===== config.mk =====
export PLATFORM = sky130hd
export DESIGN_NAME = sstp_front_end
export DESIGN_NICKNAME = d
export VERILOG_FILES = /design/src/core/sstp_pkg.sv /design/src/core/sstp_front_end.sv
export SDC_FILE = /design/constraint.sdc
export NUM_CORES = 1
export LEC_CHECK = 0
export BUFFER_PORTS_ARGS = -buffer_cell sky130_fd_sc_hd__buf_4
export CORE_MARGIN = 1.5
export CORE_UTILIZATION = 45
export DETAILED_ROUTE_END_ITERATION = 12
export PLACE_DENSITY = 0.76
export REMOVE_ABC_BUFFERS = 1
export SLEW_MARGIN = 40
export SYNTH_ARGS = -nofsm -noshare
export SYNTH_HDL_FRONTEND = slang
export SYNTH_SLANG_ARGS = --single-unit

===== constraint.sdc =====
create_clock -name core_clk -period 2.65 [get_ports core_clk]
set_input_delay 0.53 -clock core_clk [delete_from_list [all_inputs] [get_ports core_clk]]
set_output_delay 0.53 -clock core_clk [all_outputs]
set_load 0.02 [all_outputs]

===== src/core/sstp_pkg.sv =====
// constants for the stepper step-input front end
package sstp_pkg;
   // core clock rate and derived pin timing
   localparam int CLK_HZ            = 25_000_000;
   localparam int MODE_HOLD_US      = 100;
   localparam int MODE_HOLD_CYC     = (MODE_HOLD_US * (CLK_HZ / 1_000_000));
   localparam int MODE_SETUP_US     = 1;
   localparam int HOLD_CNT_W        = 12;

   // register byte offsets
   localparam logic [7:0] CTRL_OFS  = 8'h00;
   localparam logic [7:0] STAT_OFS  = 8'h04;
   localparam logic [7:0] MASK_OFS  = 8'h08;
   localparam logic [7:0] STATE_OFS = 8'h0C;

   // status / mask bit positions
   localparam int ST_THERMAL        = 0;
   localparam int ST_OVERCUR        = 1;
   localparam int ST_OPENLOAD       = 2;
   localparam int ST_W              = 3;

   // control bit positions and reset values
   localparam int CTRL_SOFT_OFF     = 0;
   localparam logic [31:0] CTRL_RST = 32'h0000_0000;
   localparam logic [ST_W-1:0] MASK_RST = 3'h0;

   // state register field positions
   localparam int SF_ANGLE          = 0;
   localparam int SF_RES            = 12;
   localparam int SF_RES_MAX        = 16;
   localparam int SF_SERIAL         = 20;
   localparam int SF_RUN            = 21;
   localparam int SF_BRIDGE         = 22;

   // electrical angle in 1/128 step units, four full steps per cycle
   localparam int ANGLE_W           = 9;
   localparam int RES_W             = 3;
   localparam logic [RES_W-1:0] RES_FULL = 3'h0;
   localparam logic [RES_W-1:0] RES_FINEST = 3'h7;

   // synchronised pin indexes
   localparam int PIN_CFG0          = 0;
   localparam int PIN_CFG1          = 1;
   localparam int PIN_CFG2          = 2;
   localparam int PIN_CFG3          = 3;
   localparam int PIN_SLEEP         = 4;
   localparam int PIN_EN            = 5;
   localparam int PIN_N             = 6;

   // front-end phases
   typedef enum logic [1:0] {
      SSTP_STANDBY,
      SSTP_HOLD,
      SSTP_RUN
   } sstp_phase_t;
endpackage


===== src/core/sstp_front_end.sv =====
// stepper step-input front end: mode select, step decode, enable/fault pin
`timescale 1ns/1ps
module sstp_front_end (
   input  wire logic        core_clk,         // 25 MHz internal oscillator
   input  wire logic        rst,              // async reset, active high
   input  wire logic        sleep_hold,       // low = standby, high = run
   input  wire logic        cfg_pin_0,        // cfg_pin_0 / resolution_dir / serial data
   input  wire logic        cfg_pin_1,        // cfg_pin_1 / change enable / latch
   input  wire logic        cfg_pin_2,        // cfg_pin_2 / step clock / serial clock
   input  wire logic        cfg_pin_3,        // cfg_pin_3 / rotation_dir
   input  wire logic        en_pin_i,         // level seen on enable/fault pin
   output logic             en_pin_o,         // value driven on enable pin (0)
   output logic             en_pin_oe,        // high while pulling the pin low
   input  wire logic        thermal_trip,     // thermal detector level
   input  wire logic        overcurrent_trip, // overcurrent detector level
   input  wire logic        open_load_detect, // open-load detector level
   output logic             bridge_on,        // bridge transistors enabled
   output logic [8:0]       angle,            // electrical angle, 1/128 step units
   output logic [2:0]       step_res,         // 0 full ... 7 one 128th
   output logic             serial_mode,      // serial control selected
   output logic             ser_data,         // serial data, serial mode only
   output logic             ser_latch,        // latch enable, serial mode only
   output logic             ser_clk_rise,     // serial clock rising, one cycle
   input  wire logic        hsel,             // ahb slave select
   input  wire logic [31:0] haddr,            // ahb address
   input  wire logic [1:0]  htrans,           // ahb transfer type
   input  wire logic        hwrite,           // ahb write
   input  wire logic [2:0]  hsize,            // ahb size
   input  wire logic [31:0] hwdata,           // ahb write data
   input  wire logic        hready,           // ahb bus ready
   output logic             hreadyout,        // ahb slave ready
   output logic             hresp,            // ahb response
   output logic [31:0]      hrdata,           // ahb read data
   output logic             irq               // level interrupt
);

   // synchroniser stages
   logic [sstp_pkg::PIN_N-1:0] pin_raw;     // raw pin levels
   logic [sstp_pkg::PIN_N-1:0] meta_reg;    // first stage, read only by sync_reg
   logic [sstp_pkg::PIN_N-1:0] sync_reg;    // second stage, safe to use
   logic [sstp_pkg::PIN_N-1:0] last_reg;    // delayed copy for edge detect

   // mode and stepping state
   sstp_pkg::sstp_phase_t       phase_reg;   // standby / hold / run
   logic [sstp_pkg::HOLD_CNT_W-1:0] hold_cnt_reg; // hold-time counter
   logic                        serial_reg;  // latched control mode
   logic                        fixed_reg;   // fixed resolution mode
   logic [2:0]                  res_max_reg; // finest allowed resolution
   logic [2:0]                  res_reg;     // current resolution
   logic [8:0]                  angle_reg;   // electrical angle

   // registers
   logic [31:0]                 ctrl_reg;    // control
   logic [sstp_pkg::ST_W-1:0]   stat_reg;    // sticky fault status
   logic [sstp_pkg::ST_W-1:0]   mask_reg;    // interrupt mask

   // bus data phase capture
   logic                        dp_wr_reg;   // write pending in data phase
   logic [7:0]                  dp_addr_reg; // its byte offset

   // decoded strobes
   logic                        step_rise;   // step clock rising
   logic                        sclk_rise;   // serial clock rising
   logic                        running;     // pin roles assigned
   logic                        wake;        // standby released
   logic [sstp_pkg::ST_W-1:0]   fault_now;   // live fault events
   logic [sstp_pkg::ST_W-1:0]   w1c;         // bits cleared by software
   logic                        a_sel;       // valid address phase
   logic [31:0]                 rd_val;      // read mux

   // step size in 1/128 units for a resolution code
   function automatic logic [8:0] step_size(input logic [2:0] res);
      step_size = 9'h080 >> res;
   endfunction

   // decoded control mode of four sampled pins
   function automatic logic is_serial(input logic [3:0] cfg);
      is_serial = (cfg == 4'h0);
   endfunction

   assign pin_raw = {en_pin_i, sleep_hold, cfg_pin_3, cfg_pin_2, cfg_pin_1, cfg_pin_0};

   // two-flop synchronisers, one per pin
   genvar gi;
   generate
      for (gi = 0; gi < sstp_pkg::PIN_N; gi++)
      begin : g_sync
         always_ff @(posedge core_clk or posedge rst)
         begin
            if (rst)
            begin
               meta_reg[gi] <= 1'b0;
               sync_reg[gi] <= 1'b0;
               last_reg[gi] <= 1'b0;
            end
            else
            begin
               meta_reg[gi] <= pin_raw[gi];
               sync_reg[gi] <= meta_reg[gi];
               last_reg[gi] <= sync_reg[gi];
            end
         end
      end
   endgenerate

   // edges only from the second stage onward
   assign wake    = sync_reg[sstp_pkg::PIN_SLEEP] & ~last_reg[sstp_pkg::PIN_SLEEP];
   assign running = (phase_reg == sstp_pkg::SSTP_RUN);
   // step clock and serial clock share one pin; the latched mode picks the role
   assign step_rise = running & ~serial_reg & sync_reg[sstp_pkg::PIN_CFG2]
                      & ~last_reg[sstp_pkg::PIN_CFG2];
   assign sclk_rise = running & serial_reg & sync_reg[sstp_pkg::PIN_CFG2]
                      & ~last_reg[sstp_pkg::PIN_CFG2];

   // mode selection: sample once at wake, then wait out the hold window
   always_ff @(posedge core_clk or posedge rst)
   begin
      if (rst)
      begin
         phase_reg    <= sstp_pkg::SSTP_STANDBY;
         hold_cnt_reg <= '0;
         serial_reg   <= 1'b0;
         fixed_reg    <= 1'b0;
         res_max_reg  <= sstp_pkg::RES_FULL;
      end
      else if (!sync_reg[sstp_pkg::PIN_SLEEP])
      begin
         // standby low returns the phase to standby and clears the hold count; latched faults stay
         phase_reg    <= sstp_pkg::SSTP_STANDBY;
         hold_cnt_reg <= '0;
      end
      else
      begin
         case (phase_reg)
            sstp_pkg::SSTP_STANDBY:
            begin
               if (wake)
               begin
                  // sampled just after release; the host keeps pins still
                  serial_reg  <= is_serial(sync_reg[3:0]);
                  fixed_reg   <= sync_reg[sstp_pkg::PIN_CFG3];
                  res_max_reg <= sync_reg[2:0];
                  phase_reg   <= sstp_pkg::SSTP_HOLD;
               end
            end
            sstp_pkg::SSTP_HOLD:
            begin
               // pins still carry mode levels: no role change yet
               if (hold_cnt_reg == sstp_pkg::HOLD_CNT_W'(sstp_pkg::MODE_HOLD_CYC - 1))
               begin
                  phase_reg <= sstp_pkg::SSTP_RUN;
               end
               else
               begin
                  hold_cnt_reg <= hold_cnt_reg + 1'b1;
               end
            end
            sstp_pkg::SSTP_RUN:
            begin
               phase_reg <= sstp_pkg::SSTP_RUN;
            end
            default:
            begin
               phase_reg <= sstp_pkg::SSTP_STANDBY;
            end
         endcase
      end
   end

   // resolution: fixed mode keeps the sampled one, variable starts full
   always_ff @(posedge core_clk or posedge rst)
   begin
      if (rst)
      begin
         res_reg <= sstp_pkg::RES_FULL;
      end
      else if (phase_reg != sstp_pkg::SSTP_RUN)
      begin
         res_reg <= fixed_reg ? res_max_reg : sstp_pkg::RES_FULL;
      end
      else if (step_rise && !fixed_reg && sync_reg[sstp_pkg::PIN_CFG1])
      begin
         if (!sync_reg[sstp_pkg::PIN_CFG0])
         begin
            // finer, capped at the sampled finest
            if (res_reg < res_max_reg)
            begin
               res_reg <= res_reg + 1'b1;
            end
         end
         else if (res_reg != sstp_pkg::RES_FULL)
         begin
            res_reg <= res_reg - 1'b1;
         end
      end
   end

   // electrical angle: the step taken uses the resolution before any change
   always_ff @(posedge core_clk or posedge rst)
   begin
      if (rst)
      begin
         angle_reg <= '0;
      end
      else if (!sync_reg[sstp_pkg::PIN_SLEEP])
      begin
         angle_reg <= '0;
      end
      else if (step_rise)
      begin
         if (sync_reg[sstp_pkg::PIN_CFG3])
         begin
            angle_reg <= angle_reg + step_size(res_reg);
         end
         else
         begin
            angle_reg <= angle_reg - step_size(res_reg);
         end
      end
   end

   // live fault events; open-load only counts in serial mode
   assign fault_now[sstp_pkg::ST_THERMAL]  = thermal_trip;
   assign fault_now[sstp_pkg::ST_OVERCUR]  = overcurrent_trip;
   assign fault_now[sstp_pkg::ST_OPENLOAD] = open_load_detect & serial_reg & running;

   // bus address phase accepted
   assign a_sel = hsel & htrans[1] & hready;
   assign w1c   = (dp_wr_reg && dp_addr_reg == sstp_pkg::STAT_OFS) ?
                  hwdata[sstp_pkg::ST_W-1:0] : '0;

   // sticky status: a fault in the clearing cycle stays set
   always_ff @(posedge core_clk or posedge rst)
   begin
      if (rst)
      begin
         stat_reg <= '0;
      end
      else
      begin
         stat_reg <= (stat_reg & ~w1c) | fault_now;
      end
   end

   // data phase bookkeeping; zero wait states so hready always high
   always_ff @(posedge core_clk or posedge rst)
   begin
      if (rst)
      begin
         dp_wr_reg   <= 1'b0;
         dp_addr_reg <= 8'h00;
      end
      else
      begin
         dp_wr_reg   <= a_sel & hwrite;
         dp_addr_reg <= haddr[7:0];
      end
   end

   // writable registers
   always_ff @(posedge core_clk or posedge rst)
   begin
      if (rst)
      begin
         ctrl_reg <= sstp_pkg::CTRL_RST;
         mask_reg <= sstp_pkg::MASK_RST;
      end
      else if (dp_wr_reg)
      begin
         case (dp_addr_reg)
            sstp_pkg::CTRL_OFS: ctrl_reg <= {31'h0000_0000, hwdata[sstp_pkg::CTRL_SOFT_OFF]};
            sstp_pkg::MASK_OFS: mask_reg <= hwdata[sstp_pkg::ST_W-1:0];
            default:            ctrl_reg <= ctrl_reg;
         endcase
      end
   end

   // read mux; unmapped offsets read zero
   always_comb
   begin
      rd_val = 32'h0000_0000;
      case (haddr[7:0])
         sstp_pkg::CTRL_OFS:  rd_val = ctrl_reg;
         sstp_pkg::STAT_OFS:  rd_val[sstp_pkg::ST_W-1:0] = stat_reg;
         sstp_pkg::MASK_OFS:  rd_val[sstp_pkg::ST_W-1:0] = mask_reg;
         sstp_pkg::STATE_OFS:
         begin
            rd_val[sstp_pkg::SF_ANGLE +: 9]   = angle_reg;
            rd_val[sstp_pkg::SF_RES +: 3]     = res_reg;
            rd_val[sstp_pkg::SF_RES_MAX +: 3] = res_max_reg;
            rd_val[sstp_pkg::SF_SERIAL]       = serial_reg;
            rd_val[sstp_pkg::SF_RUN]          = running;
            rd_val[sstp_pkg::SF_BRIDGE]       = bridge_on;
         end
         default:             rd_val = 32'h0000_0000;
      endcase
   end

   // read data registered at the address phase, stands in the data phase
   always_ff @(posedge core_clk or posedge rst)
   begin
      if (rst)
      begin
         hrdata <= 32'h0000_0000;
      end
      else if (a_sel && !hwrite)
      begin
         hrdata <= rd_val;
      end
   end

   assign hreadyout = 1'b1;
   assign hresp     = 1'b0;
   assign irq       = |(stat_reg & mask_reg);

   // pin-facing outputs, all from flops
   always_ff @(posedge core_clk or posedge rst)
   begin
      if (rst)
      begin
         en_pin_oe    <= 1'b0;
         bridge_on    <= 1'b0;
         ser_data     <= 1'b0;
         ser_latch    <= 1'b0;
         ser_clk_rise <= 1'b0;
      end
      else
      begin
         // a latched fault pulls the shared pin low until cleared
         en_pin_oe    <= |stat_reg;
         // external low, our own pull-down or soft-off all kill the bridge
         bridge_on    <= running & sync_reg[sstp_pkg::PIN_EN] & ~(|stat_reg)
                         & ~ctrl_reg[sstp_pkg::CTRL_SOFT_OFF];
         ser_data     <= running & serial_reg & sync_reg[sstp_pkg::PIN_CFG0];
         ser_latch    <= running & serial_reg & sync_reg[sstp_pkg::PIN_CFG1];
         ser_clk_rise <= sclk_rise;
      end
   end

   assign en_pin_o    = 1'b0;
   assign angle       = angle_reg;
   assign step_res    = res_reg;
   assign serial_mode = serial_reg;

endmodule


==> flow_summary_export.csv, run 1 <==
group,metric,value,unit
run_status,status,"complete, no violations",
critical_path,crit_family,"simple AND/OR/NAND/NOR gates",
floorplanning,core,8721,µm²
power,p_comb_share,25.2,%
critical_path,timing.critical_path.to_type,"register",
critical_path,cp_common_cell,"and2_1",
sta,fin_skew,12.35,ps
finish,fillCellCount,748,
placement,placedCellCount,530,
power,p_seq_share,47.6,%
cts,cts_buffers,9,
synthesis,yosys_warnings,0,
routing,drt_iter0_drc,98,
grt,grt_pass1_vias,2854,
routing,wire_per_inst,15.22,µm
finish,final_common_cell,"dfrtp_1",
cts,clock_latency,360,ps
power,clkPwrFrac,27.3,%
job,drv_cap,0,
routing,met2_length,3.907,mm
routing,m1WireLength,3.703,mm
critical_path,slowest_delay,630,ps
cts,h-tree-depth,3,
sta,fin_crit_sh,94.83,%
sta,drv_slew,0,
finish,drive_gt1_share,29.00,%
grt,grt_overflow_total,0,
critical_path,path_cells,"inv_1, mux2i_1, and2_1, ha_1, and2_1, a22o_1, o21ai_0, or4b_2, nand4_1",
sta,hold_viol_final,0,
synthesis,ys_seq_area_share,51.92,%
grt,grt_first_pass_wirelength,13.94,mm
power,fin_total_pwr,3.165,mW
sta,worstMarginPinSlew,589.8,ps
sta,slew_headroom,60.68,%
power,p_int,2.093,mW
synthesis,synthDistinctLibCells,57,
power,switching_share,33.88,%
finish,final_cell_mix,"84 x dfrtp_1, 75 x buf_4, 37 x nand2_1, 19 x o21ai_0, 17 x conb_1",
cts,clkSlewWorstSetupHoldPaths,100,ps
grt,antenna_found_initial,0,
finish,fin_nets,533,
sta,rsz0062_at_grt,"no",
sta,setup_viol,0,
power,max-vdd-ir-drop,0.2980,mV
sta,whs,111.4,ps
synthesis,synth_area,4049,µm²
routing,avgViaCountPerCell,5.278,
synthesis,synth_area_per_cell,11.25,µm²
routing,wirelength,8.309,mm
sta,max_freq,398.0,MHz
routing,highest_layer,"met4",
critical_path,critical_path.max_fanout,8,
finish,fin_cells,546,
cts,ctsHoldBuffers,0,
floorplanning,die_area,9576,µm²
routing,route.detailed.drc,0,
synthesis,async_flop_share,100.0,%
critical_path,critPathLaunchType,"register",
floorplanning,row_count,34,
synthesis,synth-edff-count,0,
cts,cts_tree,"yes",
routing,num_vias,2882,
finish,largest_reg_flops,18,
routing,detail_route.first_pass.iterations,4,
critical_path,path_buf_inv,1,
cts,cts-root-buf,"clkbuf_8",
critical_path,arrival,2810,ps
floorplanning,die_w,97.86,µm
worst_hold_path,hold_path.class,"in -> async",
critical_path,critPathRequiredTime,2950,ps
grt,grt_usage,18.40,%
finish,final_cell_area,4820,µm²
power,p_switching,1.072,mW
power,p_per_area,656.7,nW/µm²
floorplanning,die_y,97.86,µm
floorplanning,initial_core_util,46.43,%
power,power.leakage,2.303,nW
grt,grt_max_degree,69,
finish,syn_to_final_growth,19.04,%
critical_path,cp_slowest_cell,"or4b_2",
floorplanning,ios,137,
synthesis,ys_ff_latch,84,
placement,portBuffers,62,
synthesis,syn_inst,360,
finish,fin_util,55.27,%
cts,clock-sinks,84,
placement,globalplace.congestion,0.9055,
routing,met3_length,484,µm
finish,diodes,0,
routing,antenna_left,0,
placement,place_area,4633,µm²
synthesis,synth_flop_cell,"dfrtp_1",
placement,hpwlAfterDp,6.081,mm
sta,fin_crit,2513,ps
critical_path,worstSetupPathType,"reg -> reg",
cts,clockBufferDepth,2,
==> per-stage QoR <==
step | worst slack [ps] | setup TNS, ps
detailed placement | 180.7 | 0
floorplan | -45.14 | -3792
CTS | 174.3 | 0
global placement | 244.6 | 0
global route | 22.05 | 0
finish | 137.1 | 0
==> final cells by class <==
cell class                 count  area (µm²)  area share (%)
timing repair buffer          76       583.1           12.10
clock inverter                 7       57.56           1.194
sequential                    84        2102           43.61
tap                          108       135.1           2.804
inverter                      15       57.56           1.194
multi-input combinational    247        1760           36.53
clock buffer                   9       123.9           2.570
==> worst reg2reg max path, delay by kind of cell (launching register included) <==
family          cells  cell delay (ps)
simple gates        4             1060
flops               1              480
fa+ha+maj           1              330
compound gates      2              310
buf+inv             1              140
mux                 1              130
==> synth_stat cells (4+ instances only) <==
library cell,count,area share [%]
dfrtp_1,84,52
nand2_1,37,3.4
o21ai_0,19,2.3
buf_4,17,3.2
a22o_2,15,3.7
ha_1,15,4.6
inv_1,15,1.4
and2_1,13,2.0
nor2_1,10,0.93
xnor2_1,10,2.2
clkbuf_1,9,0.83
mux2_2,9,2.5
nand3_1,9,1.1
mux2i_1,8,2.0
nand4_1,8,1.2
nor3_1,7,0.87
a21boi_0,6,1.1
a21o_1,5,0.93
a211oi_1,4,0.74
==> layer usage <==
| metal | vias to the layer above | GRT usage (%) |
|---|---|---|
| li1 | 1393 | - |
| met3 | 15 | 5.297 |
| met2 | 80 | 28.65 |
| met5 | - | 0 |
| met1 | 1394 | 24.27 |
| met4 | 0 | 7.473 |
==> logic make-up (layout without fill, tap and decap cells) <==
logic type / count (synthesis) / in the layout / share of synthesized area, %
other cells: 2 / 17 / 0.1855
compound gates: 66 / 66 / 12.42
mux: 18 / 18 / 5.037
simple gates: 117 / 117 / 16.10
buf+inv: 44 / 107 / 6.118
fa+ha+maj: 17 / 17 / 5.624
flops: 84 / 84 / 51.92
xor+xnor: 12 / 12 / 2.596
==> power by group through the flow <==
stage / Combinational, mW / Clock, mW / Sequential (mW)
after floorplan: 0.504 / 0 / 1.53
after global routing: 0.897 / 0.951 / 1.52
after detailed placement: 0.797 / 0 / 1.53
final: 0.797 / 0.863 / 1.51
after global placement: 0.767 / 0 / 1.52
after CTS: 0.804 / 0.884 / 1.50
==> repair_timing <==
action | in CTS | in global routing
buffers inserted | 0 | 0
resized for setup | 0 | 1
setup endpoints to repair | 0 | 1
==> final timing paths <==
check	startpoint	end	slack, ps	depth (start not counted)
setup / recovery	step_res[1]	angle[5]	140	9
min in group core_clk	cfg_pin_3	meta_reg[3]	270	1
max in group asynchronous	rst	hrdata[2]	1860	3
hold reg to reg	meta_reg[0]	sync_reg[0]	360	0
setup reg to reg	step_res[1]	angle[5]	140	9
hold / removal	rst	hold_cnt_reg[11]	110	2
(Power assumes the default switching activity.)
==> run 2: changes to the inputs <==
--- a/config.mk
+++ b/config.mk
@@ -7,9 +7,9 @@
 export LEC_CHECK = 0
 export BUFFER_PORTS_ARGS = -buffer_cell sky130_fd_sc_hd__buf_4
 export CORE_MARGIN = 1.5
-export CORE_UTILIZATION = 45
+export CORE_UTILIZATION = 46
 export DETAILED_ROUTE_END_ITERATION = 12
-export PLACE_DENSITY = 0.76
+export PLACE_DENSITY = 0.77
 export REMOVE_ABC_BUFFERS = 1
 export SLEW_MARGIN = 40
 export SYNTH_ARGS = -nofsm -noshare
==> run 2 against run 1 <==
  * Maximum frequency increased by 2.3%
  * Hold slack improved by 24 ps
  * Largest power group unchanged
  * Highest routed layer unchanged
  * Routed wire length increased by 2.0%
  * Core utilization increased by 0.75 points
  * Clock skew decreased by 2.6 ps
  * Global-route usage increased by 0.60 points
  * Via count increased by 0.59%
  * Count of clock-buffer cells in the layout increased by 1
  * Clock power increased by 6.8%
  * Flip-flop and latch count unchanged
  * Final cell count unchanged
==> flow_summary_export.csv, run 2 (same netlist as run 1, synthesis figures left out) <==
group,metric,value,unit
finish,largest_reg_flops,18,
floorplanning,initial_core_util,46.88,%
routing,drt_iter0_drc,158,
cts,post-cts-setup-buffers,0,
finish,final_cell_mix,"84 x dfrtp_1, 75 x buf_4, 37 x nand2_1, 19 x o21ai_0, 17 x conb_1",
sta,fin_crit,2456,ps
critical_path,crit_family,"simple AND/OR/NAND/NOR gates",
cts,cts_tree,"yes",
routing,route.detailed.drc,0,
routing,detail_route.first_pass.iterations,4,
grt,grt_max_degree,41,
sta,worstMarginPinSlew,576.1,ps
critical_path,arrival,2740,ps
floorplanning,die_area,9374,µm²
sta,drv_slew,0,
floorplanning,die_w,96.82,µm
sta,max_freq,407.1,MHz
finish,fin_util,56.01,%
placement,dpl_worst_slack,247.3,ps
finish,fin_nets,533,
critical_path,path_buf_inv,1,
grt,grt_overflow_total,0,
critical_path,cp_slowest_cell,"or4b_2",
routing,wire_per_inst,15.52,µm
critical_path,timing.critical_path.to_type,"register",
grt,grt_usage,19.01,%
sta,fin_skew,9.757,ps
finish,final_cell_area,4837,µm²
floorplanning,core,8636,µm²
placement,place_area,4633,µm²
power,p_per_area,665.7,nW/µm²
placement,hpwlAfterDp,6.132,mm
floorplanning,row_count,34,
floorplanning,die_y,96.82,µm
sta,hold_viol_final,0,
cts,h-tree-depth,3,
sta,fin_crit_sh,92.69,%
finish,syn_to_final_growth,19.47,%
placement,globalplace.congestion,0.9300,
critical_path,critical_path.max_fanout,7,
job,drv_cap,0,
routing,avgViaCountPerCell,5.310,
run_status,status,"complete, no violations",
cts,clockBufferDepth,2,
power,max-vdd-ir-drop,0.3430,mV
critical_path,critPathLaunchType,"register",
finish,final_common_cell,"dfrtp_1",
cts,clock-sinks,84,
critical_path,worstSetupPathType,"reg -> reg",
grt,antenna_found_initial,0,
finish,diodes,0,
sta,rsz0062_at_grt,"no",
routing,antenna_left,0,
cts,cts-root-buf,"clkbuf_8",
routing,wirelength,8.472,mm
sta,slew_headroom,61.19,%
floorplanning,ios,137,
critical_path,slowest_delay,610,ps
worst_hold_path,hold_path.class,"in -> async",
sta,setup_viol,0,
finish,fin_cells,546,
sta,whs,135.7,ps
cts,cts_buffers,9,
critical_path,cp_common_cell,"and2_1",
cts,clock_latency,350,ps
placement,portBuffers,62,
sta,finalSetupTns,0,ps
critical_path,critPathRequiredTime,2930,ps
cts,clkSlewWorstSetupHoldPaths,90,ps
power,power.leakage,2.307,nW
critical_path,path_cells,"inv_1, mux2i_1, and2_1, ha_1, and2_1, a22o_1, o21ai_0, or4b_2, nand4_1",
finish,drive_gt1_share,28.77,%
sta,setup_ws,193.7,ps
power,fin_total_pwr,3.220,mW
placement,placedCellCount,530,
grt,grt_pass1_vias,2904,
routing,num_vias,2899,
grt,grt_first_pass_wirelength,14.29,mm
run 2: cell count changes in the layout (fill, tap and decap cells not counted), sizes merged:
cell / before / now
clkbuf: 9 / 10
inv: 18 / 16
bufinv: 0 / 1
run 2: final timing paths:
check	from	endpoint	slack [ps]	depth (start not counted)
max in group asynchronous	rst	hrdata[13]	1860	3
min in group core_clk	sleep_hold	meta_reg[4]	280	1
setup reg to reg	step_res[0]	angle[5]	190	9
setup / recovery	step_res[0]	angle[5]	190	9
hold / removal	rst	mask_reg[2]	140	2
hold reg to reg	meta_reg[5]	sync_reg[5]	350	0
run 2: area by class of cell:
class | count | area (µm²)
timing repair buffer | 76 | 583.1
sequential | 84 | 2102
multi-input combinational | 247 | 1760
fill | 754 | 3799
clock inverter | 6 | 71.32
clock buffer | 10 | 127.6
inverter | 15 | 57.56
tap | 108 | 135.1
run 2: power by group:
group	internal [mW]	switching (mW)
registers	1.38	0.107
clock network	0.444	0.478
logic	0.354	0.454
run 2: metal layers:
layer  vias up  wire (µm)  track usage (%)
met1      1415       3723            24.74
met3         9        435            3.902
met5         -          0                0
met2        85       4222            32.17
li1       1390          -                -
met4         0         89            5.463
run 2: timing repair:
item | in CTS | in global routing
endpoints found under the hold margin | 0 | 0
gates resized for setup | 0 | 1
hold buffers | 0 | 0
setup endpoints to repair | 0 | 1
